[src/hw/afelpc_params.svh]
// Register map, field positions, reset values and divider counts of the
// loopback and power control block.
// Assumes a 32-bit classic Wishbone bus with word-aligned registers.
`ifndef AFELPC_PARAMS_SVH
`define AFELPC_PARAMS_SVH

// Register indexes; byte address is four times the index
`define AFELPC_IDX_CTRL1 4'h0
`define AFELPC_IDX_SECOND 4'h1
`define AFELPC_IDX_STATUS 4'h2

// First control register fields
`define AFELPC_FE_EN_BIT 7
`define AFELPC_TXDIS_BIT 3
`define AFELPC_CTRL1_RST 8'h08
`define AFELPC_CTRL1_WMASK 8'hBF

// Second control register fields
`define AFELPC_INT_LB_BIT 4
`define AFELPC_ANA_LB_BIT 5
`define AFELPC_DIG_LB_BIT 6
`define AFELPC_SECOND_RST 8'h00

// Status register fields
`define AFELPC_ST_PWR_BIT 0
`define AFELPC_ST_TXLOOP_BIT 1
`define AFELPC_ST_DECLOOP_BIT 2
`define AFELPC_ST_ANASW_BIT 3

// Clock enable divisors, in system clock cycles
`define AFELPC_SPORT_DIV 8'h08
`define AFELPC_FILT_DIV 8'h04
`define AFELPC_ANA_DIV 8'h02

`endif

[src/hw/afelpc_pkg.sv]
// Types shared by the loopback and power control block.
// Assumes the constants header is included by the design files.
`default_nettype none
package afelpc_pkg;
  typedef enum logic {
    AFELPC_PWR_DOWN,
    AFELPC_PWR_UP
  } afelpc_pwr_t;
  typedef logic [7:0] afelpc_reg_t;
endpackage
`default_nettype wire

[src/hw/afelpc_div.sv]
// Clock enable divider: one-cycle pulse every DIV cycles while run is high.
// Assumes a single system clock and synchronous active-high reset.
`timescale 1ns/1ps
`default_nettype none
module afelpc_div #(
  parameter logic [7:0] DIV = 8'h02
) (
  input wire logic clk,
  input wire logic srst,
  input wire logic run,
  output logic tick
);
  logic [7:0] cnt;

  // Stopped divider restarts from zero so the first pulse is a full period late
  always_ff @(posedge clk) begin
    if (srst || !run) begin
      cnt <= 8'h00;
    end else if (cnt == DIV - 8'h01) begin
      cnt <= 8'h00;
    end else begin
      cnt <= cnt + 8'h01;
    end
  end

  always_ff @(posedge clk) begin
    if (srst) begin
      tick <= 1'b0;
    end else begin
      tick <= run && (cnt == DIV - 8'h01);
    end
  end
endmodule
`default_nettype wire

[src/hw/afelpc_top.sv]
// Loopback path selection and power control of the analog front end.
// Assumes a classic Wishbone master and modulator bit streams on CLK_SYS.
//
// Implementation choices: the Wishbone slave port and the register offsets.
`include "afelpc_params.svh"
`timescale 1ns/1ps
`default_nettype none
module afelpc_top (
  input wire logic CLK_SYS,
  input wire logic SRST,
  input wire logic WB_CYC_I,
  input wire logic WB_STB_I,
  input wire logic WB_WE_I,
  input wire logic [7:0] WB_ADR_I,
  input wire logic [3:0] WB_SEL_I,
  input wire logic [31:0] WB_DAT_I,
  output logic [31:0] WB_DAT_O,
  output logic WB_ACK_O,
  input wire logic TX_MOD_BIT,
  input wire logic RX_MOD_BIT,
  output logic TX_PATH_BIT,
  output logic DECIM_IN_BIT,
  output logic ANA_LOOP_SW,
  output logic TX_HIZ,
  output logic PWR_UP,
  output logic FILT_CLK_EN,
  output logic ANA_CLK_EN,
  output logic SPORT_CLK_EN
);
  afelpc_pkg::afelpc_reg_t first_control_reg;
  afelpc_pkg::afelpc_reg_t second_control_reg;
  afelpc_pkg::afelpc_reg_t status_word;
  afelpc_pkg::afelpc_pwr_t pwr_state;
  afelpc_pkg::afelpc_pwr_t next_pwr_state;
  logic front_end_enable;
  logic internal_loopback_en;
  logic analog_loopback_en;
  logic digital_loopback_en;
  logic tx_disable;
  logic bus_req;
  logic bus_take;
  logic [3:0] reg_idx;
  logic addr_high_zero;
  afelpc_pkg::afelpc_reg_t next_rdata;

  assign front_end_enable = first_control_reg[`AFELPC_FE_EN_BIT];
  assign tx_disable = first_control_reg[`AFELPC_TXDIS_BIT];
  assign internal_loopback_en = second_control_reg[`AFELPC_INT_LB_BIT];
  assign analog_loopback_en = second_control_reg[`AFELPC_ANA_LB_BIT];
  assign digital_loopback_en = second_control_reg[`AFELPC_DIG_LB_BIT];

  // Bus decode; a request is answered one cycle after it is seen
  assign bus_req = WB_CYC_I && WB_STB_I;
  assign bus_take = bus_req && !WB_ACK_O;
  assign reg_idx = WB_ADR_I[5:2];
  assign addr_high_zero = (WB_ADR_I[7:6] == 2'b00);

  always_ff @(posedge CLK_SYS) begin
    if (SRST) begin
      WB_ACK_O <= 1'b0;
    end else begin
      WB_ACK_O <= bus_take;
    end
  end

  // Register writes do not depend on the power state
  always_ff @(posedge CLK_SYS) begin
    if (SRST) begin
      first_control_reg <= `AFELPC_CTRL1_RST;
    end else if (bus_take && WB_WE_I && WB_SEL_I[0] && addr_high_zero &&
        reg_idx == `AFELPC_IDX_CTRL1) begin
      first_control_reg <= WB_DAT_I[7:0] & `AFELPC_CTRL1_WMASK;
    end
  end

  always_ff @(posedge CLK_SYS) begin
    if (SRST) begin
      second_control_reg <= `AFELPC_SECOND_RST;
    end else if (bus_take && WB_WE_I && WB_SEL_I[0] && addr_high_zero &&
        reg_idx == `AFELPC_IDX_SECOND) begin
      second_control_reg <= WB_DAT_I[7:0];
    end
  end

  always_comb begin
    status_word = 8'h00;
    status_word[`AFELPC_ST_PWR_BIT] = (pwr_state == afelpc_pkg::AFELPC_PWR_UP);
    status_word[`AFELPC_ST_TXLOOP_BIT] = internal_loopback_en;
    status_word[`AFELPC_ST_DECLOOP_BIT] = digital_loopback_en;
    status_word[`AFELPC_ST_ANASW_BIT] = ANA_LOOP_SW;
  end

  // Unmapped addresses read as zero and ignore writes
  always_comb begin
    next_rdata = 8'h00;
    if (addr_high_zero) begin
      case (reg_idx)
        `AFELPC_IDX_CTRL1: next_rdata = first_control_reg;
        `AFELPC_IDX_SECOND: next_rdata = second_control_reg;
        `AFELPC_IDX_STATUS: next_rdata = status_word;
        default: next_rdata = 8'h00;
      endcase
    end
  end

  always_ff @(posedge CLK_SYS) begin
    if (SRST) begin
      WB_DAT_O <= 32'h00000000;
    end else if (bus_take && !WB_WE_I) begin
      WB_DAT_O <= {24'h000000, next_rdata};
    end
  end

  // Power state follows the enable bit
  always_comb begin
    case (pwr_state)
      afelpc_pkg::AFELPC_PWR_DOWN: begin
        next_pwr_state = front_end_enable ? afelpc_pkg::AFELPC_PWR_UP :
          afelpc_pkg::AFELPC_PWR_DOWN;
      end
      afelpc_pkg::AFELPC_PWR_UP: begin
        next_pwr_state = front_end_enable ? afelpc_pkg::AFELPC_PWR_UP :
          afelpc_pkg::AFELPC_PWR_DOWN;
      end
      default: next_pwr_state = afelpc_pkg::AFELPC_PWR_DOWN;
    endcase
  end

  always_ff @(posedge CLK_SYS) begin
    if (SRST) begin
      pwr_state <= afelpc_pkg::AFELPC_PWR_DOWN;
    end else begin
      pwr_state <= next_pwr_state;
    end
  end

  always_ff @(posedge CLK_SYS) begin
    if (SRST) begin
      PWR_UP <= 1'b0;
    end else begin
      PWR_UP <= front_end_enable;
    end
  end

  // Transmit pins float while disabled or powered down
  always_ff @(posedge CLK_SYS) begin
    if (SRST) begin
      TX_HIZ <= 1'b1;
    end else begin
      TX_HIZ <= tx_disable || !front_end_enable;
    end
  end

  // Bit stream steering; streams are held low while the clocks are stopped
  always_ff @(posedge CLK_SYS) begin
    if (SRST) begin
      TX_PATH_BIT <= 1'b0;
    end else if (!front_end_enable) begin
      TX_PATH_BIT <= 1'b0;
    end else if (internal_loopback_en) begin
      TX_PATH_BIT <= RX_MOD_BIT;
    end else begin
      TX_PATH_BIT <= TX_MOD_BIT;
    end
  end

  always_ff @(posedge CLK_SYS) begin
    if (SRST) begin
      DECIM_IN_BIT <= 1'b0;
    end else if (!front_end_enable) begin
      DECIM_IN_BIT <= 1'b0;
    end else if (digital_loopback_en) begin
      DECIM_IN_BIT <= TX_MOD_BIT;
    end else begin
      DECIM_IN_BIT <= RX_MOD_BIT;
    end
  end

  always_ff @(posedge CLK_SYS) begin
    if (SRST) begin
      ANA_LOOP_SW <= 1'b0;
    end else begin
      ANA_LOOP_SW <= analog_loopback_en;
    end
  end

  // Clock enables: filters and analog gated, serial port free running
  afelpc_div #(
    .DIV(`AFELPC_FILT_DIV)
  ) u_filt_div (
    .clk(CLK_SYS),
    .srst(SRST),
    .run(front_end_enable),
    .tick(FILT_CLK_EN)
  );

  afelpc_div #(
    .DIV(`AFELPC_ANA_DIV)
  ) u_ana_div (
    .clk(CLK_SYS),
    .srst(SRST),
    .run(front_end_enable),
    .tick(ANA_CLK_EN)
  );

  afelpc_div #(
    .DIV(`AFELPC_SPORT_DIV)
  ) u_sport_div (
    .clk(CLK_SYS),
    .srst(SRST),
    .run(1'b1),
    .tick(SPORT_CLK_EN)
  );
endmodule
`default_nettype wire
[config.mk]
export PLATFORM = sky130hd
export DESIGN_NAME = afelpc_top
export DESIGN_NICKNAME = d
export VERILOG_FILES = /design/src/hw/afelpc_pkg.sv /design/src/hw/afelpc_div.sv /design/src/hw/afelpc_top.sv
export VERILOG_INCLUDE_DIRS = /design/src /design/src/hw
export SDC_FILE = /design/constraint.sdc
export NUM_CORES = 1
export LEC_CHECK = 0
export ABC_AREA = 0
export BUFFER_PORTS_ARGS = -buffer_cell sky130_fd_sc_hd__buf_2
export CORE_ASPECT_RATIO = 0.75
export CORE_MARGIN = 4
export CORE_UTILIZATION = 55
export CTS_BUF_LIST = sky130_fd_sc_hd__clkbuf_4
export DETAILED_ROUTE_END_ITERATION = 10
export PLACE_DENSITY = 0.87
export SYNTH_ARGS = -nofsm -noshare
export SYNTH_HDL_FRONTEND = slang
export SYNTH_HIERARCHICAL = 1
export SYNTH_SLANG_ARGS = --single-unit
[constraint.sdc]
create_clock -name CLK_SYS -period 4.3 [get_ports CLK_SYS]
set_input_delay 0.215 -clock CLK_SYS [delete_from_list [all_inputs] [get_ports CLK_SYS]]
set_output_delay 0.215 -clock CLK_SYS [all_outputs]
set_load 0.01 [all_outputs]
==> summary.txt <==
Initial Util -> 0.570
Data arrival, critical path -> 1.94 ns
Setup Crit Path Kind -> reg -> reg
minimum clock period -> 1.64 ns
# rows -> 21
vias in the first global route -> 1745
Reg2Reg Setup Slack -> 2.66 ns
Routed Antenna Nets -> 0
htree depth -> 2
setup repair bufs after CTS -> 0
Hold Path Stages -> 3
DRC -> 0
clock sink count -> 56
pin count of the biggest net entering global routing -> 30
Hold Path Class -> in -> reg
RR Startpoint -> WB_ACK_O
max-cap violation count -> 0
final max-slew violation count -> 0
vias -> 1893
GRT Util Overall -> 0.170
outcome -> complete, no violations
synthesis-to-layout area growth -> 9.14%
Die Area -> 5760 µm²
fin crit share -> 0.382
die outline height -> 66.8 µm
first drt pass iteration count -> 5
Slew @ Worst Pin -> 0.709 ns
clock skew -> 0.0188 ns
Crit Path Max Fanout -> 7
Worst-Skew Late Latency -> 0.37 ns
worst r2r dst -> first_control_reg[5]
Critical Path Sink Type -> flop
f_max -> 0.609 GHz
Clk pin slew, worst setup/hold paths -> 0.16 ns
mapped cell area -> 2530 µm²
Worst Hold Endpoint -> second_control_reg[6]
drt wl/cell -> 12.8 µm
Leak -> 1.07 nW
FF/Latch Area -> 1120 µm²
Clock Path Buffers -> 2
worst vdd ir -> 0.189 mV
Synth Register Bits -> 56
number of diodes -> 0
Yosys warnings -> 6
share of post-route cells with drive strength above 1 -> 0.195
grt total ovfl -> 0
most common cell after layout, fill and taps aside -> dfxtp_1
hold buffers post-CTS -> 0
# fillers -> 382
critical path launch point type -> flop
most frequent cells in the layout -> dfxtp_1, buf_2, nand2_1
CTS Buf Count -> 5
R2R depth -> 3
unrepaired setup endpoints after global routing -> no
sequential share of the synthesized area -> 0.443
final-report hold violation count -> 0
DP Wirelength -> 3.56 mm
CTS Root Cell -> clkbuf_4
# IOs -> 92
setup violators final -> 0
CTS tree -> built
1st-iter DRT viols -> 97
Buffers on Ports -> 38
Cell variety after synth -> 39
Nets -> 362
hold path start -> WB_DAT_I[6]
total core area -> 4440 µm²
total negative slack -> 0 ns
Post-Syn Area per Cell -> 9.41 µm²
final WL -> 4.67 mm
cells after synthesis -> 269
final RePlAce weighted congestion -> 0.825
PD cells -> 308 nW/µm²
Multi-input gate area -> 1260 µm²
Core Util, Final -> 0.622
Via-to-Cell Ratio -> 5.19
CTS-repair resized insts -> 0
Req. time, crit path -> 4.59 ns
first-pass GRT wire length -> 7.69 mm
chip width -> 86.3 µm
Slew HR -> 0.521
initial antenna violation count -> 0
[critical path, cell delays in order, from the launching register on]
cell and delay, ns:
dfxtp_1 0.36, nand3b_1 0.26, nor4_4 0.66, mux2i_1 0.29
[area by class of cell]
| class | instances | area share |
|---|---|---|
| clock inverters | 3 | 0.0154 |
| clock buffers | 5 | 0.0136 |
| well taps | 57 | 0.0258 |
| repair buffers | 39 | 0.0716 |
| flip-flops and latches | 56 | 0.406 |
| inverters | 9 | 0.0122 |
| multi-input cells | 196 | 0.456 |
[routing by layer]
| layer | GRT usage | routed length [µm] | share of wire | vias up |
|---|---|---|---|---|
| met5 | 0 | 0 | 0 | - |
| met4 | 0.0506 | 37 | 0.0079 | 0 |
| met3 | 0.0507 | 250 | 0.053 | 4 |
| met2 | 0.261 | 2170 | 0.46 | 47 |
| met1 | 0.229 | 2220 | 0.47 | 878 |
| li1 | - | - | - | 964 |
[synthesized netlist by cell type]
library cell   n  area share
a2111oi_2      1      0.0059
a21o_2         2      0.0069
a21oi_1        8       0.016
a21oi_2        2      0.0069
a32o_1         4       0.016
buf_2          3      0.0059
buf_4         24       0.071
clkbuf_1       4      0.0059
conb_1         2      0.0030
dfxtp_1       56        0.44
ha_1           4       0.020
inv_1          8       0.012
inv_2          1      0.0015
mux2i_1       24       0.095
nand2_1       32       0.047
nand2b_1       3      0.0074
nand3_1       12       0.024
nand3b_1       2      0.0059
nand4_1        2      0.0049
nand4_2        2      0.0099
nand4bb_1      1      0.0044
nor2_1        22       0.033
nor2b_1        1      0.0025
nor3_1         3      0.0059
nor4_1         1      0.0025
nor4_4         1      0.0084
nor4b_1        2      0.0069
nor4bb_1       2      0.0079
o21ai_0        9       0.018
o21bai_4       1      0.0074
o2bb2ai_1      4       0.014
o32ai_1        3       0.010
or2_2          1      0.0025
or3_1         10       0.025
or3b_1         1      0.0035
or4_4          1      0.0044
or4b_4         1      0.0054
xnor2_1        3       0.010
xor2_1         6       0.021
[how the worst max path moves through the flow]
stage / from / endpoint / cells past startpoint
final: WB_ACK_O / first_control_reg[5] / 3
after global routing: WB_ACK_O / first_control_reg[5] / 3
after CTS: WB_ACK_O / first_control_reg[5] / 3
after detailed placement: WB_ADR_I[5] / first_control_reg[5] / 4
after global placement: WB_ADR_I[5] / first_control_reg[7] / 4
after floorplan: WB_ADR_I[5] / first_control_reg[0] / 3
[where the power goes]
group	internal, W	switching (W)	total, W
logic	0.0000155	0.0000325	0.0000480
clock network	0.000122	0.000160	0.000282
registers	0.000521	0.00000141	0.000522
total	0.000658	0.000194	0.000852
[cells by family after synthesis]
family,Yosys count,synth area share
simple gates,100,0.211
flops,56,0.443
buf+inv,40,0.0964
compound gates,34,0.101
mux,24,0.0949
xor+xnor,9,0.0311
fa+ha+maj,4,0.0198
other cells,2,0.00297
[through the flow]
| step | total power [W] | hold slack, ns | instance area (µm²) | std cells | worst slack (ns) |
|---|---|---|---|---|---|
| 2_1_floorplan | 0.000581 | 0.357 | 2620 | 292 | 2.76 |
| 3_3_place_gp | 0.000579 | 0.442 | 2680 | 357 | 2.49 |
| 3_5_place_dp | 0.000580 | 0.446 | 2680 | 357 | 2.44 |
| 4_1_cts | 0.000856 | 0.0538 | 2760 | 365 | 2.66 |
| 5_1_grt | 0.000888 | 0.0444 | 2760 | 365 | 2.54 |
| 6_report | 0.000852 | 0.0641 | 2760 | 365 | 2.66 |
No activity file was read; power rests on OpenSTA's default activity.
